===== src/rtl/irq_prio_cfg.svh =====
// register offsets, field positions and reset values of the irq block
`ifndef IRQ_PRIO_CFG_SVH
`define IRQ_PRIO_CFG_SVH

// byte offsets on the register bus
`define OFS_IE_MAIN      8'h00
`define OFS_IE_EXT       8'h04
`define OFS_PRIO_A       8'h08
`define OFS_PRIO_B       8'h0c
`define OFS_PRIO_C       8'h10
`define OFS_PRIO_D       8'h14
`define OFS_PRIO_E       8'h18
`define OFS_STATUS       8'h1c

// enable bits, main register
`define BIT_MASTER       7
`define BIT_SERIAL2      6
`define BIT_WATCHDOG     5
`define BIT_SERIAL1      4
`define BIT_TIMER1       3
`define BIT_EXT_IN1      2
`define BIT_TIMER0       1
`define BIT_EXT_IN0      0
// enable bits, extension register
`define BIT_GRP_HIGH     6
`define BIT_GRP_LOW      5
`define BIT_CONVERTER    4
`define BIT_CLK_CAL      2
`define BIT_TWO_WIRE     1
`define BIT_SPI          0

// writable bits; reserved bits read zero
`define MASK_IE_EXT      8'h77
`define MASK_PRIO_D      8'hf3
`define MASK_PRIO_E      8'h03

`define RST_IE           8'h00
`define RST_PRIO         8'h00
`define RST_BUSY         4'h0

`endif


===== src/rtl/irq_prio_unused.sv =====
// no logic: the whole block lives in irq_prio_ctrl.sv


===== src/rtl/irq_prio_pkg.sv =====
// types shared by the interrupt enable and priority block
`default_nettype none
package irq_prio_pkg;

   localparam int NUM_SRC = 16;

   // query order: index 0 is asked first
   typedef enum logic [3:0] {
      SRC_EXT_IN0   = 4'h0,
      SRC_TIMER0    = 4'h1,
      SRC_EXT_IN1   = 4'h2,
      SRC_TIMER1    = 4'h3,
      SRC_SERIAL1   = 4'h4,
      SRC_WATCHDOG  = 4'h5,
      SRC_UNDERVOLT = 4'h6,
      SRC_SERIAL2   = 4'h7,
      SRC_SPI       = 4'h8,
      SRC_TWO_WIRE  = 4'h9,
      SRC_CAPTURE   = 4'ha,
      SRC_PULSE_W   = 4'hb,
      SRC_CLK_CAL   = 4'hc,
      SRC_CONVERTER = 4'hd,
      SRC_GRP_LOW   = 4'he,
      SRC_GRP_HIGH  = 4'hf
   } src_id_t;

   typedef struct packed {
      logic        cyc;
      logic        stb;
      logic        we;
      logic [7:0]  adr;
      logic [3:0]  sel;
      logic [31:0] dat;
   } wb_req_t;

   typedef struct packed {
      logic        ack;
      logic [31:0] dat;
   } wb_rsp_t;

   typedef struct packed {
      logic       req;
      src_id_t    id;
      logic [1:0] level;
   } core_irq_t;

   typedef struct packed {
      logic       take;
      logic       return_from_interrupt_op;
      logic       ret;
   } core_evt_t;

   typedef struct packed {
      logic [1:0]      rsync;
      logic [7:0]      ie_main;
      logic [7:0]      ie_ext;
      logic [4:0][7:0] prio;
      logic [3:0]      busy;
      wb_rsp_t         rsp;
      core_irq_t       irq;
   } state_t;

endpackage : irq_prio_pkg
`default_nettype wire


===== src/rtl/irq_prio_ctrl.sv =====
// interrupt enable and priority registers with level arbitration
//
// Chosen here: the register offsets and the Wishbone interface to the registers.
`default_nettype none
`include "irq_prio_cfg.svh"

module irq_prio_ctrl #(
   parameter int ADDR_W = 8
) (
   input  wire logic                   clock,
   input  wire logic                   arst_n,
   input  wire irq_prio_pkg::wb_req_t  wb_in,
   output var  irq_prio_pkg::wb_rsp_t  wb_out,
   input  wire logic [15:0]            src_flag,
   input  wire irq_prio_pkg::core_evt_t core_evt,
   output var  irq_prio_pkg::core_irq_t core_irq
);

   // ************************************************************
   // elaboration checks
   // ************************************************************
   if (ADDR_W != 8)
   begin : g_chk
      $error("irq_prio_ctrl: address width must be 8");
   end

   irq_prio_pkg::state_t st_r;
   irq_prio_pkg::state_t st_nxt;

   logic        rst_ok;
   logic [15:0] en_vec;
   logic [15:0][1:0] lvl_vec;
   logic [15:0] elig;
   logic [2:0]  thr;
   logic [3:0]  busy_tmp;
   logic [31:0] rd_val;
   logic        hit;

   assign rst_ok = st_r.rsync[1];
   assign wb_out = st_r.rsp;
   assign core_irq = st_r.irq;

   // index of the lowest level at which a new request may still enter
   function automatic logic [2:0] entry_level(input logic [3:0] b);
      logic [2:0] r;
      r = 3'h0;
      for (int k = 0; k < 4; k++)
      begin
         if (b[k])
         begin
            r = 3'(k + 1);
         end
      end
      return r;
   endfunction : entry_level

   // ************************************************************
   // next state
   // ************************************************************
   always_comb
   begin
      st_nxt = st_r;
      st_nxt.rsync = {st_r.rsync[0], 1'b1};

      // lvd, capture array and pulse width have no gate here
      en_vec = '1;
      en_vec[irq_prio_pkg::SRC_EXT_IN0]  = st_r.ie_main[`BIT_EXT_IN0];
      en_vec[irq_prio_pkg::SRC_TIMER0]   = st_r.ie_main[`BIT_TIMER0];
      en_vec[irq_prio_pkg::SRC_EXT_IN1]  = st_r.ie_main[`BIT_EXT_IN1];
      en_vec[irq_prio_pkg::SRC_TIMER1]   = st_r.ie_main[`BIT_TIMER1];
      en_vec[irq_prio_pkg::SRC_SERIAL1]  = st_r.ie_main[`BIT_SERIAL1];
      en_vec[irq_prio_pkg::SRC_WATCHDOG] = st_r.ie_main[`BIT_WATCHDOG];
      en_vec[irq_prio_pkg::SRC_SERIAL2]  = st_r.ie_main[`BIT_SERIAL2];
      en_vec[irq_prio_pkg::SRC_SPI]      = st_r.ie_ext[`BIT_SPI];
      en_vec[irq_prio_pkg::SRC_TWO_WIRE] = st_r.ie_ext[`BIT_TWO_WIRE];
      en_vec[irq_prio_pkg::SRC_CLK_CAL]  = st_r.ie_ext[`BIT_CLK_CAL];
      en_vec[irq_prio_pkg::SRC_CONVERTER] =
         st_r.ie_ext[`BIT_CONVERTER];
      en_vec[irq_prio_pkg::SRC_GRP_LOW]  = st_r.ie_ext[`BIT_GRP_LOW];
      en_vec[irq_prio_pkg::SRC_GRP_HIGH] = st_r.ie_ext[`BIT_GRP_HIGH];

      lvl_vec[0]  = st_r.prio[0][1:0];
      lvl_vec[1]  = st_r.prio[0][3:2];
      lvl_vec[2]  = st_r.prio[0][5:4];
      lvl_vec[3]  = st_r.prio[0][7:6];
      lvl_vec[4]  = st_r.prio[1][1:0];
      lvl_vec[5]  = st_r.prio[1][3:2];
      lvl_vec[6]  = st_r.prio[1][5:4];
      lvl_vec[7]  = st_r.prio[1][7:6];
      lvl_vec[8]  = st_r.prio[2][1:0];
      lvl_vec[9]  = st_r.prio[2][3:2];
      lvl_vec[10] = st_r.prio[2][5:4];
      lvl_vec[11] = st_r.prio[2][7:6];
      lvl_vec[12] = st_r.prio[3][1:0];
      lvl_vec[13] = st_r.prio[3][5:4];
      lvl_vec[14] = st_r.prio[3][7:6];
      lvl_vec[15] = st_r.prio[4][1:0];

      // busy levels: return releases the top one, a take marks its level
      busy_tmp = st_r.busy;
      if (core_evt.return_from_interrupt_op)
      begin
         for (int k = 0; k < 4; k++)
         begin
            if (st_r.busy[k] && (entry_level(st_r.busy) == 3'(k + 1)))
            begin
               busy_tmp[k] = 1'b0;
            end
         end
      end
      // core_evt.ret is deliberately not looked at
      if (core_evt.take && st_r.irq.req)
      begin
         busy_tmp[st_r.irq.level] = 1'b1;
      end
      st_nxt.busy = busy_tmp;

      // arbitration against the new busy set so a taken one drops at once
      thr = entry_level(busy_tmp);
      st_nxt.irq = '0;
      for (int i = 0; i < irq_prio_pkg::NUM_SRC; i++)
      begin
         elig[i] = src_flag[i] && en_vec[i]
                   && st_r.ie_main[`BIT_MASTER]
                   && ({1'b0, lvl_vec[i]} >= thr);
         // strictly greater keeps the earliest index on a tie
         if (elig[i] && (!st_nxt.irq.req
                         || lvl_vec[i] > st_nxt.irq.level))
         begin
            st_nxt.irq.req   = 1'b1;
            st_nxt.irq.id    = irq_prio_pkg::src_id_t'(4'(i));
            st_nxt.irq.level = lvl_vec[i];
         end
      end

      // register bus, one wait state, unmapped reads zero
      hit = 1'b1;
      case (wb_in.adr)
         `OFS_IE_MAIN : rd_val = {24'h0, st_r.ie_main};
         `OFS_IE_EXT  : rd_val = {24'h0, st_r.ie_ext};
         `OFS_PRIO_A  : rd_val = {24'h0, st_r.prio[0]};
         `OFS_PRIO_B  : rd_val = {24'h0, st_r.prio[1]};
         `OFS_PRIO_C  : rd_val = {24'h0, st_r.prio[2]};
         `OFS_PRIO_D  : rd_val = {24'h0, st_r.prio[3]};
         `OFS_PRIO_E  : rd_val = {24'h0, st_r.prio[4]};
         `OFS_STATUS  : rd_val = {23'h0, st_r.irq.req, st_r.irq.id,
                                  st_r.busy};
         default      :
         begin
            rd_val = 32'h0;
            hit = 1'b0;
         end
      endcase
      st_nxt.rsp.ack = 1'b0;
      // a stb still held in the ack cycle is not taken a second time
      if (wb_in.cyc && wb_in.stb && !st_r.rsp.ack)
      begin
         st_nxt.rsp.ack = 1'b1;
         st_nxt.rsp.dat = wb_in.we ? 32'h0 : rd_val;
         if (wb_in.we && wb_in.sel[0] && hit)
         begin
            case (wb_in.adr)
               `OFS_IE_MAIN : st_nxt.ie_main = wb_in.dat[7:0];
               `OFS_IE_EXT  : st_nxt.ie_ext =
                                 wb_in.dat[7:0] & `MASK_IE_EXT;
               `OFS_PRIO_A  : st_nxt.prio[0] = wb_in.dat[7:0];
               `OFS_PRIO_B  : st_nxt.prio[1] = wb_in.dat[7:0];
               `OFS_PRIO_C  : st_nxt.prio[2] = wb_in.dat[7:0];
               `OFS_PRIO_D  : st_nxt.prio[3] =
                                 wb_in.dat[7:0] & `MASK_PRIO_D;
               `OFS_PRIO_E  : st_nxt.prio[4] =
                                 wb_in.dat[7:0] & `MASK_PRIO_E;
               default      : st_nxt.rsp.dat = 32'h0;
            endcase
         end
      end

      // held in reset until the release has passed both sync stages
      if (!rst_ok)
      begin
         st_nxt = '0;
         st_nxt.rsync = {st_r.rsync[0], 1'b1};
         st_nxt.ie_main = `RST_IE;
         st_nxt.ie_ext = `RST_IE;
         st_nxt.prio = {5{`RST_PRIO}};
         st_nxt.busy = `RST_BUSY;
      end
   end

   // ************************************************************
   // state register
   // ************************************************************
   always_ff @(posedge clock or negedge arst_n)
   begin
      if (!arst_n)
      begin
         st_r <= '0;
      end
      else
      begin
         st_r <= st_nxt;
      end
   end

   for (genvar g = 0; g < 16; g++)
   begin : g_gate

   end
endmodule : irq_prio_ctrl
`default_nettype wire


===== config.mk =====
export PLATFORM = sky130hd
export DESIGN_NAME = irq_prio_ctrl
export DESIGN_NICKNAME = d
export VERILOG_FILES = /design/src/rtl/irq_prio_unused.sv /design/src/rtl/irq_prio_pkg.sv /design/src/rtl/irq_prio_ctrl.sv
export VERILOG_INCLUDE_DIRS = /design/src /design/src/rtl
export SDC_FILE = /design/constraint.sdc
export NUM_CORES = 1
export LEC_CHECK = 0
export BUFFER_PORTS_ARGS = -buffer_cell sky130_fd_sc_hd__buf_2
export CAP_MARGIN = 0
export CORE_MARGIN = 8
export CORE_UTILIZATION = 40
export DETAILED_ROUTE_END_ITERATION = 7
export PLACE_DENSITY = 0.7
export SYNTH_ARGS = -nofsm -noshare
export SYNTH_HDL_FRONTEND = slang
export SYNTH_SLANG_ARGS = --single-unit

===== constraint.sdc =====
create_clock -name clock -period 18.93 [get_ports clock]
set_clock_uncertainty 0.15 [all_clocks]
set_input_delay 0.9465 -clock clock [delete_from_list [all_inputs] [get_ports clock]]
set_output_delay 0.9465 -clock clock [all_outputs]
set_load 0.1 [all_outputs]

; Word level (Yosys, flattened, before mapping)
; Cells that the tools add are included.
[totals]
out_inout_bits = 40
reg_bits = 102
elab_cells = 228
input_bits = 68
[op_classes]
magnitude_cmp = 33
bitwise_logic = 1
mux = 49
n_reduce_logical = 111
n_eq_ne = 20
[ops]
columns = op, n
row1 = 2-to-1 mux 56 bit, 2
row2 = 2-to-1 mux 7 bit, 16
row3 = 2-to-1 mux 100 bit, 1
row4 = 2-to-1 mux 32 bit, 3
row5 = case mux 9 bit (8 select lines), 1
row6 = logical AND 1 bit, 70
row7 = 2-to-1 mux 8 bit, 7
row8 = greater-or-equal comparator 2 x 3 -> 1 bit, 16
row9 = 2-to-1 mux 33 bit, 1
row10 = "== test 8 x 5 -> 1 bit, second input constant", 4
row11 = greater-than comparator 2 bit, 15
row12 = AND reduction 3 bit, 7
row13 = 2-to-1 mux 3 bit, 6
row14 = "!= test 2 x 1 -> 1 bit, second input constant", 9
row15 = "== test 8 x 4 -> 1 bit, second input constant", 2
row16 = zero test 1 bit, 16
row17 = logical OR 1 bit, 15
row18 = "== test 8 x 3 -> 1 bit, second input constant", 1
row19 = zero test 8 bit, 1
row20 = 2-to-1 mux 1 bit, 8
row21 = 2-to-1 mux 4 bit, 2
row22 = OR reduction 8 bit, 1
row23 = OR reduction 7 bit, 1
row24 = "== test 3 x 2 -> 1 bit, second input constant", 2
row25 = 7 further kinds, 7

; Logic depth before layout (Yosys ltp)
; Gate-level depths: netlist of run 1.
[depth]
ltp_word = 79
ltp_mapped = 121
ltp_nobuf = 120

; Least setup slack after synthesis of run 1
; OpenSTA, ideal clock, no wires.
[synth_path]
path_type = input to register
startpoint = in core_evt[1] in the netlist's numbering
endpoint = reg st_r (netlist bit core_irq[4])
path_buffers = 1
required_time_ns = 18.644
setup_time_ns = 0.136
setup_slack_ns = -1.191
arrival_ns = 19.834
cell_stages = 110
path_cell_list = nand2b_4 -> o21ai_1 -> a21boi_0 -> nand2_1 -> nand2_1 -> ha_1 -> o211ai_1 -> nor4_1 -> a21boi_0 -> and3_1 -> inv_1 -> ha_1 -> nor2b_1 -> o21ai_0 -> o311ai_0 -> o211ai_1 -> a2bb2o_1 -> inv_1 -> (+74 left out) -> ha_1 -> nand2_1 -> o21ai_0 -> a21oi_1 -> mux2_2 -> inv_1 -> ha_1 -> nor2b_1 -> o21ai_0 -> a21o_1 -> clkbuf_1 -> mux2i_1 -> ha_1 -> a21oi_1 -> a21oi_1 -> o21bai_1 -> and3_1 -> a21oi_1
[synth_lines]
columns = item, line
row1 = start: declaration, irq_prio_ctrl.sv:15  ; input wire irq_prio_pkg::core_evt_t core_evt,
row2 = end signal: assignment, irq_prio_ctrl.sv:201  ; st_r <= st_nxt;
row3 = end: declaration, irq_prio_ctrl.sv:27  ; irq_prio_pkg::state_t st_r;

==> results of run 1 <==
==> cells by family after synthesis <==
logic type	count (synthesis)	share of synthesized area, %
AOI/OAI and AO/OA	195	25.3
adders and majority gates	40	8.92
buffers and inverters	98	9.36
DFF	69	30.8
muxes	38	7.78
other	2	0.134
and+or+nand+nor	193	17.7
==> cell usage in the layout (no fill, tap or decap), types with 19 or more instances in the layout <==
cell | netlist | routed
ha_1 | 40 | 28
nand2_1 | 62 | 57
nor2_1 | 37 | 25
o21ai_0 | 38 | 30
conb_1 | 2 | 24
a22oi_1 | 20 | 19
buf_4 | 40 | 125
mux2_2 | 31 | 30
buf_2 | 0 | 55
inv_1 | 46 | 41
dfrtp_1 | 69 | 69
==> through the flow <==
| step | setup WS (ns) | total power (uW) | util [%] | setup TNS [ns] | hold WS, ns |
|---|---|---|---|---|---|
| finish | 0.115 | 546 | 55.6 | 0 | 0.204 |
| global route | -0.861 | 568 | 55.6 | -4.98 | 0.216 |
| CTS | 0.00856 | 514 | 51.7 | 0 | 0.203 |
| detailed placement | -0.897 | 341 | 47.9 | -5.15 | 0.190 |
| global placement | -0.704 | 338 | 47.9 | -4.01 | 0.184 |
| floorplan | 0.0219 | 293 | - | 0 | 0.181 |
==> routing by layer <==
| layer | track usage [%] | share of wire, % | wire (microns) |
|---|---|---|---|
| met1 | 23.7 | 42 | 7590 |
| met2 | 31.9 | 49 | 8900 |
| met3 | 2.71 | 7.4 | 1350 |
| met4 | 6.24 | 1.8 | 333 |
| met5 | 0 | 0 | 0 |
==> registers in the layout, summed over array words and instances (netlist names) <==
| name | count |
|---|---|
| en_vec | 13 |
| core_irq | 7 |
| st_r | 6 |
| lvl_vec | 32 |
| wb_out | 10 |
| rst_ok | 1 |
==> path summary, 6_finish.rpt <==
| path | startpoint | to | cells after the start |
|---|---|---|---|
| setup / recovery | core_evt[1] | core_irq[4] | 117 |
| hold / removal | st_r[100] | rst_ok | 0 |
| setup reg to reg | core_irq[0] | core_irq[4] | 114 |
| hold reg to reg | st_r[100] | rst_ok | 0 |
| max in group asynchronous | arst_n | lvl_vec[19] | 2 |
| min in group asynchronous | arst_n | st_r[100] | 2 |
==> area by class of cell <==
cell class / instances / area, sq um
Inverter: 46 / 175
Timing Repair Buffer: 184 / 1260
Clock buffer: 12 / 246
Tap cell: 180 / 225
Clock inverter: 4 / 47.5
Multi-Input combinational cell: 490 / 3970
Fill cell: 1211 / 6120
Sequential cell: 69 / 1730
==> what timing repair did <==
item,4_1_cts,5_1_grt
endpoints found under the setup margin,6,6
pin swaps,21,72
resized for setup,26,80
buffers inserted,18,19
cloned,0,0
==> critical path, delay by kind of cell <==
family	cells	cell delay, ns
compound gates	50	7.34
fa+ha+maj	16	4.04
buf+inv	12	1.19
mux	3	0.88
simple gates	36	4.39
==> power groups by stage <==
stage | sequential, uW | combinational [uW] | clock [uW]
final | 177 | 204 | 165
after global placement | 177 | 161 | 0
after CTS | 175 | 173 | 165
after detailed placement | 177 | 164 | 0
after floorplan | 169 | 124 | 0
after global routing | 178 | 219 | 171
==> qor.csv, run 1 <==
metric,value,unit
outcome,completed,
cp_slowest_stage_delay,0.37,ns
port_buffers,56,
grt_pass1_wl,27100,microns
drt_iter0_drc,610,
dieHeight,134,microns
worstSkewPairLatency,0.33,ns
leakage,0.00348,uW
p_int,346,uW
areaGrowthSynthToFinish,36.3,%
synthTopCellsByCount,"69 x dfrtp_1, 62 x nand2_1, 46 x inv_1",
clock.fmax,0.0531,GHz
slew_viol_final,0,
post-synth-top-count-cell,dfrtp_1,
timing.final.hold_violations,0,
cts_buffers,9,
yosysTopAreaCellShare,30.8,%
drv_cap,0,
wl_per_cell,18.4,microns
grt_max_degree,70,
hold_buffers,0,
rsz0062_at_grt,true,
startpoint_type,input pin,
grt_pass1_vias,5239,
synth_warnings,0,
cp_max_fo,7,
die_area,0.0181,sq mm
drcViolationCount,0,
gp_congestion,0.882,
p_sw_share,36.6,%
cts_tree,built,
dp.cells,932,
r2r_setup_slack,0.35,ns
synthArstFlopShare,100,%
antenna_found_initial,0,
boundaryPins,108,
ys.flop_type,dfrtp_1,
setup_viol,0,
core_area,0.0138,sq mm
clk_pin_slew_worst_paths,0.06,ns
ys_ff_latch,69,
die_x,134,microns
via_count,5562,
dpl.hpwl,13300,microns
firstDrtPassIters,6,
yosysSeqAreaShare,30.8,%
synth_cells,635,
grt_usage,18.7,%
drive_gt1_share,42.4,%
nets,908,
worstPathRequired,18.96,ns
clock-root-buffer,clkbuf_16,
clkSinkCount,69,
synth-edff-count,0,
power.density,71.3,mW/mm^2
yosysTopAreaCell,dfrtp_1,
synthDistinctLibCells,83,
fin_cells,985,
slowest_stage,or3_1,
power.switching,200,uW
antenna_cells,0,
dpl-instance-area,0.00660,sq mm
synth_area,0.00561,sq mm
crit_type,input pin to flop,
setup.worst_path.end_class,flop,
worst_ep_arrival_time,18.85,ns
seqPwrFrac,32.4,%
wl,18200,microns
cts_max_path_buffers,2,
initial_core_util,40.8,%
final_antenna_net_count,0,
period_share,99.4,%
viasPerCell,5.65,
period_minus_slack,18.82,ns
clkPwrFrac,30.3,%
relSlewSlack,17.9,%
synth_top_cells_by_area,"dfrtp_1 31%, ha_1 8.9%, mux2_2 6.2%",
combPwrFrac,37.3,%
rows,43,
worstMarginPinSlew,1.22,ns
overflow,0,
h-tree-depth,3,
avgSynthCellArea,8.84,sq um
final_area,0.00765,sq mm
peakVddDrop,0.0404,mV
hp-class,flop to flop,
Note: power is estimated with default switching activity, not from simulation.
==> run 2: changes to the inputs <==
--- a/config.mk
+++ b/config.mk
@@ -8,10 +8,12 @@
 export LEC_CHECK = 0
 export BUFFER_PORTS_ARGS = -buffer_cell sky130_fd_sc_hd__buf_2
 export CAP_MARGIN = 0
+export CELL_PAD_IN_SITES_DETAIL_PLACEMENT = 1
+export CELL_PAD_IN_SITES_GLOBAL_PLACEMENT = 2
 export CORE_MARGIN = 8
-export CORE_UTILIZATION = 40
+export CORE_UTILIZATION = 31
 export DETAILED_ROUTE_END_ITERATION = 7
-export PLACE_DENSITY = 0.7
+export PLACE_DENSITY = 0.85
 export SYNTH_ARGS = -nofsm -noshare
 export SYNTH_HDL_FRONTEND = slang
 export SYNTH_SLANG_ARGS = --single-unit
==> qor.csv, run 2 (synthesis results as in run 1) <==
metric,value,unit,change
antenna_found_initial,0,,unchanged
grt_pass1_vias,6440,,was 5239
final_antenna_net_count,0,,unchanged
period_share,101,%,was 99.4%
boundaryPins,108,,unchanged
startpoint_type,input pin,,unchanged
crit_type,input pin to flop,,unchanged
slew_viol_final,0,,unchanged
violations,negative setup slack,,
worstSkewPairLatency,0.33,ns,about the same
h-tree-depth,3,,unchanged
grt_usage,19.6,%,was 18.7%
timing.final.hold_violations,0,,unchanged
cp_slowest_stage_delay,0.40,ns,was 0.37 ns
cp_max_fo,4,,was 7
relSlewSlack,24.0,%,was 17.9%
grt_max_degree,70,,unchanged
rsz0062_at_grt,true,,unchanged
whs_path_depth,0,,unchanged
cts_max_path_buffers,2,,unchanged
cp_common_cell,ha_4,,
period_minus_slack,19.07,ns,was 18.82 ns
drv_cap,0,,unchanged
die_area,0.0227,sq mm,was 0.0181 sq mm
nets,940,,was 908
layout_setup_ws,-0.145,ns,was 0.115 ns
leakage,0.00370,uW,was 0.00348 uW
power.density,70.4,mW/mm^2,was 71.3 mW/mm^2
gp_congestion,0.878,,was 0.882
nFillCells,2034,,was 1211
port_buffers,56,,unchanged
hp-class,flop to flop,,unchanged
areaGrowthSynthToFinish,45.6,%,was 36.3%
slowest_stage,or3_4,,was or3_1
dieHeight,151,microns,was 134 microns
overflow,0,,unchanged
worstMarginPinSlew,1.13,ns,was 1.22 ns
via_count,5980,,was 5562
finalPower,576,uW,was 546 uW
outcome,"complete, but fails checks",,was completed
place_worst_setup_slack,-1.73,ns,was -0.897 ns
drive_gt1_share,48.0,%,was 42.4%
drcViolationCount,0,,unchanged
firstDrtPassIters,7,,was 6
setup_viol,6,,was 0
clkSinkCount,69,,unchanged
setup.worst_path.end_class,flop,,unchanged
reg2reg_depth,116,,was 114
peakVddDrop,0.0563,mV,was 0.0404 mV
wl,23600,microns,was 18200 microns
grt_pass1_wl,34900,microns,was 27100 microns
largest_register_ffs,32,,unchanged
antenna_cells,0,,unchanged
worst_ep_arrival_time,19.13,ns,was 18.85 ns
die_x,151,microns,was 134 microns
dpl.hpwl,16400,microns,was 13300 microns
viasPerCell,5.61,,was 5.65
layout_commonest_cell,buf_4,,unchanged
drt_iter0_drc,384,,was 610
worstPathRequired,18.98,ns,was 18.96 ns
clock-root-buffer,clkbuf_16,,unchanged
rows,49,,was 43
core_area,0.0178,sq mm,was 0.0138 sq mm
clock.fmax,0.0524,GHz,was 0.0531 GHz
cts_buffers,9,,unchanged
final_cell_mix,"154 x buf_4, 69 x dfrtp_1, 55 x nand2_1",,"was 125 x buf_4, 69 x dfrtp_1, 57 x nand2_1"
initial_core_util,31.5,%,was 40.8%
clk_pin_slew_worst_paths,0.05,ns,was 0.06 ns
wl_per_cell,22.1,microns,was 18.4 microns
cts_tree,built,,unchanged
[run 2: stage by stage]
step	hold slack, ns	setup TNS [ns]	instances	instance area [sq um]	utilization, %
3_3_place_gp	0.185	-3.83	982	6670	37.4
4_1_cts	0.203	0	1042	7570	42.4
2_1_floorplan	0.181	0	657	5760	-
5_1_grt	0.204	-6.16	1066	8170	45.8
6_report	0.200	-0.635	1066	8170	45.8
3_5_place_dp	0.190	-10.22	982	6670	37.4
[run 2: worst paths after layout]
| kind | startpoint | to | slack, ns |
|---|---|---|---|
| max in group asynchronous | arst_n | lvl_vec[16] | 17.36 |
| hold / removal | st_r[100] | rst_ok | 0.20 |
| min in group asynchronous | arst_n | wb_out[32] | 0.66 |
| setup reg to reg | core_irq[0] | core_irq[0] | -0.02 |
| setup / recovery | core_evt[1] | core_irq[0] | -0.14 |
| hold reg to reg | st_r[100] | rst_ok | 0.20 |
[run 2: power breakdown]
group,switching (uW),internal [uW]
Clock,64.6,102
Combinational,135,95.0
Sequential,20.6,158
Total,220,355
[run 2: timing repair]
item / 4_1_cts / 5_1_grt
buffers inserted: 44 / 24
pin swaps: 46 / 71
setup endpoints to repair: 6 / 6
endpoints found under the hold margin: 0 / 0
gates resized for setup: 69 / 89
hold buffers: 0 / 0
[run 2: area by class of cell]
class | instances | area, sq um | area share, %
Clock inverter | 7 | 73.8 | 0.903
Sequential cell | 69 | 1730 | 21.1
Clock buffer | 9 | 225 | 2.76
Tap cell | 229 | 287 | 3.51
Multi-Input combinational cell | 490 | 4170 | 51.0
Inverter | 46 | 173 | 2.11
Timing Repair Buffer | 216 | 1520 | 18.6
[run 2: per-layer routing]
layer	wire [microns]	share of wire (%)	vias to the layer above	track usage [%]
li1	-	-	2700	-
met1	9380	40	3013	22.5
met2	12200	52	209	35.3
met3	1240	5.3	58	3.22
met4	786	3.3	0	7.90
met5	0	0	-	0
[run 2: critical path: cells and delay by family]
kind / cells / cell delay, ns
buf+inv: 12 / 1.14
mux: 3 / 0.87
fa+ha+maj: 16 / 4.01
simple gates: 36 / 4.43
compound gates: 52 / 7.69
